[src/core/clock_ctrl_pkg.sv]
// package for the clock select and prescale block: register map, field layout, timing
// assumes a 125 MHz bus clock that also stands in for the undivided source clock
package clock_ctrl_pkg;

	// ==========================================================
	// register map (byte addresses on the bus)
	localparam logic [7:0] OFS_CLOCK_CONTROL = 8'h00;
	localparam logic [7:0] OFS_CLOCK_PRESCALE = 8'h04;
	localparam logic [7:0] OFS_CHANGE_PROTECTION = 8'h08;
	localparam logic [7:0] OFS_CLOCK_STATUS = 8'h0c;

	// ==========================================================
	// clock_control fields and prescale field widths
	localparam int BIT_OSC_READY = 7;
	localparam int BIT_SELECT_TRIGGER = 6;
	localparam int BIT_CLKOUT_COPY = 5;
	localparam int BIT_STARTUP_TIME = 4;
	localparam int SELECT_LSB = 0;
	localparam int SELECT_W = 4;
	localparam int PRESCALE_W = 4;
	localparam int PRESCALE_MAX_SHIFT = 8;

	// ==========================================================
	// source selections
	localparam logic [3:0] SEL_EXTERNAL = 4'h0;
	localparam logic [3:0] SEL_INTERNAL_8M = 4'h2;
	localparam logic [3:0] SEL_INTERNAL_LP = 4'h4;
	localparam logic [3:0] SEL_LF_CRYSTAL = 4'h6;

	// prescale reset values
	localparam logic [3:0] PRESCALE_DIV1 = 4'h0;
	localparam logic [3:0] PRESCALE_DIV8 = 4'h3;

	// ==========================================================
	// timing: clock rate and start-up times
	localparam int CLK_FREQ_KHZ = 125000;
	localparam int WAKE_SHORT_CK = 6;
	localparam int WAKE_258_CK = 258;
	localparam int WAKE_1K_CK = 1024;
	localparam int WAKE_16K_CK = 16384;
	localparam int WAKE_32K_CK = 32768;
	localparam int RESET_FIXED_CK = 14;
	localparam int RESET_EXTRA_MS = 16;
	localparam int RESET_EXTRA_CYC = RESET_EXTRA_MS * CLK_FREQ_KHZ;
	localparam int BROWNOUT_WAKE_US = 60;
	localparam int BROWNOUT_WAKE_CYC = (BROWNOUT_WAKE_US * CLK_FREQ_KHZ) / 1000;
	localparam int PROTECT_WINDOW_CYC = 4;
	localparam int DELAY_W = 22;

	// ==========================================================
	// carriers
	typedef struct packed {
		logic clock_output;
		logic divide_by_eight;
		logic startup_time;
		logic [3:0] source_select;
	} fuses_s;

	typedef struct packed {
		logic osc_ready;
		logic select_trigger;
		logic clkout_copy;
		logic startup_time;
		logic [3:0] source_select;
	} clock_control_s;

	typedef enum logic [1:0] {
		ST_RESET_WAIT = 2'b00,
		ST_RUN = 2'b01,
		ST_WAKE_WAIT = 2'b11
	} run_state_e;

endpackage : clock_ctrl_pkg

[src/core/system_clock_select_prescale.sv]
// clock select, start-up timing and system clock prescaler with an ahb-lite register slave
// assumes hclk is the undivided source clock; fuse inputs are steady; wake_request is a pulse
//
// The register offsets and register access over AHB-Lite were chosen for this implementation.
`timescale 1ns/100ps

module system_clock_select_prescale #(
	parameter logic [7:0] CHANGE_SIGNATURE = 8'h5a, // arbitrary value
	parameter int PROTECT_WINDOW = clock_ctrl_pkg::PROTECT_WINDOW_CYC,
	parameter int WAKE_16K = clock_ctrl_pkg::WAKE_16K_CK,
	parameter int WAKE_32K = clock_ctrl_pkg::WAKE_32K_CK,
	parameter int RESET_EXTRA = clock_ctrl_pkg::RESET_EXTRA_CYC,
	parameter int BROWNOUT_WAKE = clock_ctrl_pkg::BROWNOUT_WAKE_CYC
) (
	input wire logic hclk,
	input wire logic hresetn,
	input wire logic hsel,
	input wire logic [31:0] haddr,
	input wire logic [1:0] htrans,
	input wire logic hwrite,
	input wire logic [2:0] hsize,
	input wire logic [31:0] hwdata,
	input wire logic hready,
	output logic [31:0] hrdata,
	output logic hreadyout,
	output logic hresp,
	input wire clock_ctrl_pkg::fuses_s fuses,
	input wire logic wake_request,
	input wire logic brownout_detector_disabled,
	output logic system_clock_en,
	output logic cpu_run,
	output logic [3:0] active_source,
	output logic [3:0] enabled_source,
	output logic clock_output_pin_o,
	output logic clock_output_pin_oe
);

	// ==========================================================
	// start-up delay per selection, in source cycles
	function automatic logic [clock_ctrl_pkg::DELAY_W-1:0] wake_delay(input logic [3:0] sel, input logic startup_time_select);
		int n;
		n = clock_ctrl_pkg::WAKE_SHORT_CK;
		if (sel == clock_ctrl_pkg::SEL_LF_CRYSTAL)
			n = startup_time_select ? WAKE_32K : clock_ctrl_pkg::WAKE_1K_CK;
		else if (sel[3])
		begin
			if (sel[0])
				n = WAKE_16K;
			else
				n = startup_time_select ? clock_ctrl_pkg::WAKE_1K_CK : clock_ctrl_pkg::WAKE_258_CK;
		end
		// external, internal and reserved codes take the short count; reserved is unsupported
		wake_delay = n[clock_ctrl_pkg::DELAY_W-1:0];
	endfunction : wake_delay

	// division shift for a prescale code; reserved codes clamp to the largest division
	function automatic logic [3:0] prescale_shift(input logic [3:0] code);
		if (code > 4'h8)
			prescale_shift = 4'h8;
		else
			prescale_shift = code;
	endfunction : prescale_shift

	// ==========================================================
	// bus slave
	logic dp_write_q, dp_read_q, rd_wait_q;
	logic [7:0] dp_addr_q;
	logic [31:0] hrdata_q;
	logic addr_phase;

	assign addr_phase = hsel && hready && htrans[1];
	assign hresp = 1'b0;
	assign hrdata = hrdata_q;
	// reads take one wait state so a write just before is always seen
	assign hreadyout = !(dp_read_q && rd_wait_q);

	always_ff @(posedge hclk or negedge hresetn)
	begin
		if (!hresetn)
		begin
			dp_write_q <= 1'b0;
			dp_read_q <= 1'b0;
			dp_addr_q <= 8'h00;
		end
		else if (hreadyout)
		begin
			dp_write_q <= addr_phase && hwrite;
			dp_read_q <= addr_phase && !hwrite;
			dp_addr_q <= haddr[7:0];
		end
	end

	always_ff @(posedge hclk or negedge hresetn)
	begin
		if (!hresetn)
			rd_wait_q <= 1'b0;
		else
			rd_wait_q <= addr_phase && !hwrite && hreadyout;
	end

	logic wr_ctrl, wr_presc, wr_key;
	assign wr_ctrl = dp_write_q && dp_addr_q == clock_ctrl_pkg::OFS_CLOCK_CONTROL;
	assign wr_presc = dp_write_q && dp_addr_q == clock_ctrl_pkg::OFS_CLOCK_PRESCALE;
	assign wr_key = dp_write_q && dp_addr_q == clock_ctrl_pkg::OFS_CHANGE_PROTECTION;

	// ==========================================================
	// change protection window
	logic [3:0] window_q;
	logic unlocked;
	assign unlocked = window_q != 4'h0;

	always_ff @(posedge hclk or negedge hresetn)
	begin
		if (!hresetn)
			window_q <= 4'h0;
		else if (wr_key && hwdata[7:0] == CHANGE_SIGNATURE)
			window_q <= 4'(PROTECT_WINDOW);
		else if (unlocked)
			window_q <= window_q - 4'h1;
	end

	// ==========================================================
	// fuse load one cycle after reset release; flops hold constants under reset
	logic loaded_q;
	always_ff @(posedge hclk or negedge hresetn)
	begin
		if (!hresetn)
			loaded_q <= 1'b0;
		else
			loaded_q <= 1'b1;
	end

	// ==========================================================
	// clock control register
	logic [3:0] select_q, active_q;
	logic sut_q, clkout_q, osc_ready_q;
	logic ctrl_ok;
	assign ctrl_ok = wr_ctrl && unlocked;

	always_ff @(posedge hclk or negedge hresetn)
	begin
		if (!hresetn)
		begin
			select_q <= 4'h0;
			active_q <= 4'h0;
			sut_q <= 1'b0;
			clkout_q <= 1'b0;
		end
		else if (!loaded_q)
		begin
			select_q <= fuses.source_select;
			active_q <= fuses.source_select;
			sut_q <= fuses.startup_time;
			clkout_q <= fuses.clock_output;
		end
		else if (ctrl_ok)
		begin
			select_q <= hwdata[clock_ctrl_pkg::SELECT_LSB +: clock_ctrl_pkg::SELECT_W];
			sut_q <= hwdata[clock_ctrl_pkg::BIT_STARTUP_TIME];
			clkout_q <= hwdata[clock_ctrl_pkg::BIT_CLKOUT_COPY];
			if (hwdata[clock_ctrl_pkg::BIT_SELECT_TRIGGER])
				active_q <= hwdata[clock_ctrl_pkg::SELECT_LSB +: clock_ctrl_pkg::SELECT_W];
		end
	end

	assign active_source = active_q;
	assign enabled_source = select_q;

	// ==========================================================
	// run state and start-up timer
	clock_ctrl_pkg::run_state_e state_q;
	logic [clock_ctrl_pkg::DELAY_W-1:0] delay_q;
	logic [clock_ctrl_pkg::DELAY_W-1:0] osc_cnt_q;
	logic [clock_ctrl_pkg::DELAY_W-1:0] wake_len;

	always_comb
	begin
		wake_len = wake_delay(active_q, sut_q);
		if (brownout_detector_disabled && wake_len < clock_ctrl_pkg::DELAY_W'(BROWNOUT_WAKE))
			wake_len = clock_ctrl_pkg::DELAY_W'(BROWNOUT_WAKE);
	end

	always_ff @(posedge hclk or negedge hresetn)
	begin
		if (!hresetn)
		begin
			state_q <= clock_ctrl_pkg::ST_RESET_WAIT;
			delay_q <= '0;
		end
		else
		begin
			case (state_q)
				clock_ctrl_pkg::ST_RESET_WAIT:
				begin
					// fixed cycles plus the supply settling wait
					if (delay_q == clock_ctrl_pkg::DELAY_W'(clock_ctrl_pkg::RESET_FIXED_CK + RESET_EXTRA - 1))
					begin
						state_q <= clock_ctrl_pkg::ST_RUN;
						delay_q <= '0;
					end
					else
						delay_q <= delay_q + 1'b1;
				end
				clock_ctrl_pkg::ST_RUN:
				begin
					if (wake_request)
					begin
						state_q <= clock_ctrl_pkg::ST_WAKE_WAIT;
						delay_q <= '0;
					end
				end
				clock_ctrl_pkg::ST_WAKE_WAIT:
				begin
					if (delay_q >= wake_len - 1'b1)
					begin
						state_q <= clock_ctrl_pkg::ST_RUN;
						delay_q <= '0;
					end
					else
						delay_q <= delay_q + 1'b1;
				end
				default:
				begin
					state_q <= clock_ctrl_pkg::ST_RESET_WAIT;
					delay_q <= '0;
				end
			endcase
		end
	end

	assign cpu_run = state_q == clock_ctrl_pkg::ST_RUN;

	// oscillator time-out for the enabled source; restarts when a new source is enabled
	always_ff @(posedge hclk or negedge hresetn)
	begin
		if (!hresetn)
		begin
			osc_cnt_q <= '0;
			osc_ready_q <= 1'b0;
		end
		else if (!loaded_q || (ctrl_ok &&
			hwdata[clock_ctrl_pkg::SELECT_LSB +: clock_ctrl_pkg::SELECT_W] != select_q))
		begin
			osc_cnt_q <= '0;
			osc_ready_q <= 1'b0;
		end
		else if (!osc_ready_q)
		begin
			if (osc_cnt_q >= wake_delay(select_q, sut_q) - 1'b1)
				osc_ready_q <= 1'b1;
			else
				osc_cnt_q <= osc_cnt_q + 1'b1;
		end
	end

	// ==========================================================
	// prescaler: free count on the source clock, new setting taken at an old period end
	logic [3:0] presc_q, presc_act_q;
	logic presc_pend_q;
	logic [7:0] ripple_q;
	logic [7:0] mask;
	logic period_end;

	always_ff @(posedge hclk or negedge hresetn)
	begin
		if (!hresetn)
		begin
			presc_q <= clock_ctrl_pkg::PRESCALE_DIV1;
			presc_pend_q <= 1'b0;
		end
		else if (!loaded_q)
		begin
			presc_q <= fuses.divide_by_eight ? clock_ctrl_pkg::PRESCALE_DIV8 : clock_ctrl_pkg::PRESCALE_DIV1;
			presc_pend_q <= 1'b1;
		end
		else if (wr_presc && unlocked)
		begin
			presc_q <= hwdata[clock_ctrl_pkg::PRESCALE_W-1:0];
			presc_pend_q <= 1'b1;
		end
		else if (period_end)
			presc_pend_q <= 1'b0;
	end

	always_comb
	begin
		mask = 8'hff >> (4'(clock_ctrl_pkg::PRESCALE_MAX_SHIFT) - prescale_shift(presc_act_q));
		if (prescale_shift(presc_act_q) == 4'h0)
			mask = 8'h00;
	end

	assign period_end = (ripple_q & mask) == mask;

	// switching only at the end of a whole old period and restarting the count avoids
	// any short pulse: the old period completes, then whole new periods follow
	always_ff @(posedge hclk or negedge hresetn)
	begin
		if (!hresetn)
		begin
			ripple_q <= 8'h00;
			presc_act_q <= clock_ctrl_pkg::PRESCALE_DIV1;
		end
		else if (period_end && presc_pend_q)
		begin
			ripple_q <= 8'h00;
			presc_act_q <= presc_q;
		end
		else
			ripple_q <= ripple_q + 8'h01;
	end

	// one enable for the io, adc, cpu and flash domains
	assign system_clock_en = period_end;

	// ==========================================================
	// clock output pin: high for the first half of each divided period, and high all the time when undivided
	logic pin_level;
	always_comb
	begin
		if (mask == 8'h00)
			pin_level = 1'b1;
		else
			pin_level = (ripple_q & mask) <= (mask >> 1);
	end

	always_ff @(posedge hclk or negedge hresetn)
	begin
		if (!hresetn)
		begin
			clock_output_pin_o <= 1'b0;
			clock_output_pin_oe <= 1'b0;
		end
		else
		begin
			clock_output_pin_o <= clkout_q && loaded_q && pin_level;
			clock_output_pin_oe <= clkout_q && loaded_q;
		end
	end

	// ==========================================================
	// read mux, sampled in the wait cycle of a read
	clock_ctrl_pkg::clock_control_s ctrl_rd;
	logic [31:0] rd_mux;

	always_comb
	begin
		ctrl_rd.osc_ready = osc_ready_q;
		ctrl_rd.select_trigger = 1'b0;
		ctrl_rd.clkout_copy = clkout_q;
		ctrl_rd.startup_time = sut_q;
		ctrl_rd.source_select = select_q;
		case (dp_addr_q)
			clock_ctrl_pkg::OFS_CLOCK_CONTROL:
				rd_mux = {24'h000000, ctrl_rd};
			clock_ctrl_pkg::OFS_CLOCK_PRESCALE:
				rd_mux = {28'h0000000, presc_q};
			clock_ctrl_pkg::OFS_CLOCK_STATUS:
				rd_mux = {20'h00000, active_q, presc_act_q, 1'b0, presc_pend_q, state_q};
			default:
				rd_mux = 32'h00000000;
		endcase
	end

	always_ff @(posedge hclk or negedge hresetn)
	begin
		if (!hresetn)
			hrdata_q <= 32'h00000000;
		else if (dp_read_q && rd_wait_q)
			hrdata_q <= rd_mux;
	end

endmodule : system_clock_select_prescale

[config.mk]
export PLATFORM = sky130hd
export DESIGN_NAME = system_clock_select_prescale
export DESIGN_NICKNAME = d
export VERILOG_FILES = /design/src/core/clock_ctrl_pkg.sv /design/src/core/system_clock_select_prescale.sv
export SDC_FILE = /design/constraint.sdc
export NUM_CORES = 1
export LEC_CHECK = 0
export BUFFER_PORTS_ARGS = -buffer_cell sky130_fd_sc_hd__buf_2
export CAP_MARGIN = 20
export CORE_ASPECT_RATIO = 0.5
export CORE_MARGIN = 3
export CORE_UTILIZATION = 23
export DETAILED_ROUTE_END_ITERATION = 8
export PLACE_DENSITY_LB_ADDON = 0.12
export RECOVER_POWER = 100
export SLEW_MARGIN = 25
export SYNTH_ARGS = -nofsm -noshare
export SYNTH_HDL_FRONTEND = slang
export SYNTH_SLANG_ARGS = --single-unit
export TNS_END_PERCENT = 5
[constraint.sdc]
create_clock -name hclk -period 11.5 [get_ports hclk]
set_clock_uncertainty 0.15 [all_clocks]
set_input_delay 2.3 -clock hclk [delete_from_list [all_inputs] [get_ports hclk]]
set_output_delay 2.3 -clock hclk [all_outputs]
set_load 0.005 [all_outputs]
==> impl_results.md <==
- Clock buffer depth: 2
- Clk pin slew, worst setup/hold paths: 0.08 ns
- Via count: 5772
- CTS sink cnt: 104
- Failing checks: max-capacitance violations, max-slew violations
- Cell count after synthesis: 787
- Top_reg_cell synth: dfrtp_1
- Share of cells above drive strength 1: 0.0851
- Met2 Use GR: 0.207
- Synthesized area per cell: 8.88 µm²
- Max Transition Viols Final: 115
- Die Wd: 253 µm
- Synthesis warning total: 0
- F_max: 143 MHz
- Critical Path Fanout Max: 59
- P_leak: 3.40 nW
- Final period util: 0.609
- Worst VDD drop: 71.5 µV
- Crit path buffers/inverters: 2
- Vias/cell: 4.71
- CP arrival: 6.78 ns
- Antenna violations before repair: 0
- Row count: 44
- CP endpoint kind: asynchronous set/reset pin
- Final antenna-violating net count: 0
- TritonCTS Buffers: 9
- Setup violators final: 0
- CTS tree: done
- Synth unique cells: 66
- Post-Syn Area: 6990 µm²
- Worst-path cell chain: clkbuf_1 > clkbuf_1
- DRT iter0 DRCs: 278
- Routed wire length: 19.0 mm
- Starting Density: 0.237
- CP Class: primary input to asynchronous set/reset pin
- Worst skew pair latency: 0.38 ns
- H-tree Lvls: 3
- Die height: 129 µm
- Total gr overflow: 0
- Vias in the first global route: 5618
- Met3 Track Usage GR: 0.0307
- Tot Pwr: 1.12 mW
- Post_cts resized: 0
- Final Wtd Congestion: 0.756
- # DRC: 0
- Die area: 32600 µm²
- First-pass GRT wire length: 31.4 mm
- Post-route cell area: 7850 µm²
- HP Class: flop to flop
- Nets: 977
- Final TNS setup: 0 ns
- GRT busiest layer: met2
- Post-synth EDFFs: 0
- Root Buffer: clkbuf_16
- Post-CTS Hold Buffers: 0
- Top cell family by delay on the critical path: buffers and inverters
- Buffers on Ports: 55
- PwrDens: 143 nW/µm²
- Status: finished, violations left
- FFs w/ async S/R, synth: 1.00
- Top Ports: 129
- MaxCap Viol Count: 3
- Final hold slack: 0.336 ns
- Syn-to-layout area delta: 12.4%
- Setup bufs post-CTS: 0
- CP max stage delay: 2.36 ns
- # diodes: 0
- Placed instance area: 7600 µm²
- Seq cells post-synth: 104
- Met1 usage: 0.158
- Slew @ Worst Pin: 3.41 ns
- Core ar.: 29500 µm²
- Element type at the critical path start: primary input
- DPL Wire Length: 13.9 mm
- Worst EP required: 11.27 ns
- Crit path top cell by count: clkbuf_1
- Pre-Repair DR Iteration Count: 4
- Max_slew headroom: -1.28
- RSZ-0062 raised after global routing: false
- Sequential element share of the synthesized area: 0.372
- Slowest-stage cell, CP: clkbuf_1
- GRT Util Overall: 0.122
- Wire per inst: 15.5 µm
- Final hold violation count: 0
- Tmin final: 7.00 ns
- Largest net degree at the start of global routing: 60
==> cells in the final DEF, fill, tap and decap left out, types with 14 or more instances in the layout <==
master    count
dfrtp_1     104
nand2_1      87
ha_1         65
a21oi_1      63
o21ai_0      59
nor2_1       56
nand3_1      34
buf_2        33
inv_1        29
mux2i_1      26
conb_1       24
clkbuf_1     23
nor3_1       20
nand4_1      20
or3_1        17
xor2_1       14
mux2_2       14
==> kinds of logic after synthesis <==
group | share of synthesized area
DFF | 0.372
muxes | 0.0620
AOI/OAI and AO/OA | 0.163
buffers and inverters | 0.0544
and+or+nand+nor | 0.207
other | 0.00107
xor gates and xnor gates | 0.0238
adders and majority gates | 0.116
==> state kept, by name, summed over array words and instances (netlist names) <==
register	cells
hrdata	12
dp_addr_q	8
clock_output_pin_oe	1
osc_cnt_q	22
sut_q	1
loaded_q	1
delay_q	22
presc_act_q	4
active_source	4
dp_read_q	1
enabled_source	4
rd_wait_q	1
presc_q	4
ripple_q	8
clock_output_pin_o	1
clkout_q	1
window_q	4
state_q	2
dp_write_q	1
presc_pend_q	1
osc_ready_q	1
==> through the flow <==
stage           util  setup WS [ns]  instances
6_report       0.267           4.50       1225
5_1_grt        0.267           3.41       1225
4_1_cts        0.269           5.42       1225
3_5_place_dp   0.258           5.03       1209
3_3_place_gp   0.258           5.01       1209
2_1_floorplan      -           5.81        809
==> metal layers <==
layer / vias to the layer above / part of all wire
met5: - / 0
met4: 0 / 0.012
met3: 16 / 0.026
met2: 41 / 0.48
met1: 2825 / 0.49
li1: 2890 / -
==> path summary, 6_finish.rpt <==
kind / endpoint / depth (start not counted) / startpoint / slack [ns]
setup / recovery: osc_cnt_q[4]$_DFFE_PN0P_ / 2 / hresetn / 4.50
hold / removal: hrdata[4]$_DFFE_PN0P_ / 2 / hrdata[4]$_DFFE_PN0P_ / 0.34
setup reg to reg: osc_cnt_q[8]$_DFFE_PN0P_ / 15 / enabled_source[2]$_DFFE_PN0P_ / 5.69
hold reg to reg: hrdata[4]$_DFFE_PN0P_ / 2 / hrdata[4]$_DFFE_PN0P_ / 0.34
max in group hclk: delay_q[21]$_DFFE_PN0P_ / 16 / brownout_detector_disabled / 5.21
min in group asynchronous: delay_q[11]$_DFFE_PN0P_ / 1 / hresetn / 2.93
==> final cells by class <==
| class | count | area (µm²) |
|---|---|---|
| well taps | 391 | 489 |
| flip-flops and latches | 104 | 2600 |
| multi-input cells | 627 | 4070 |
| clock buffers | 9 | 225 |
| fillers | 3155 | 21600 |
| inverters | 29 | 109 |
| clock inverters | 7 | 88.8 |
| repair buffers | 58 | 267 |
==> worst min-delay path, cell delays in order (launching register included) <==
cell	delay (ns)
dfrtp_1	0.35
nand2_1	0.05
o31ai_1	0.05
==> Yosys cell counts (6+ instances only) <==
master    number  area [µm²]
dfrtp_1      104        2600
nand2_1       87         327
ha_1          65         813
a21oi_1       63         315
o21ai_0       58         290
nor2_1        57         214
nand3_1       34         170
inv_1         28         105
mux2i_1       26         260
clkbuf_1      24        90.1
buf_4         21         158
nand4_1       20         125
nor3_1        20         100
or3_1         17         106
mux2_2        14         158
xor2_1        14         123
and3_1        12        75.1
nand2b_1      10        62.6
a22oi_1        7        52.6
and2_1         7        43.8
a211oi_1       6        45.0
nor2b_1        6        37.5
==> power breakdown <==
part           switching, mW  total, mW  internal [mW]  leakage, nW
combinational          0.201      0.338          0.137         1.89
clock                  0.167      0.341          0.174        0.155
sequential            0.0450      0.443          0.398         1.36
total                  0.413       1.12          0.709         3.40
(Power assumes the default switching activity.)
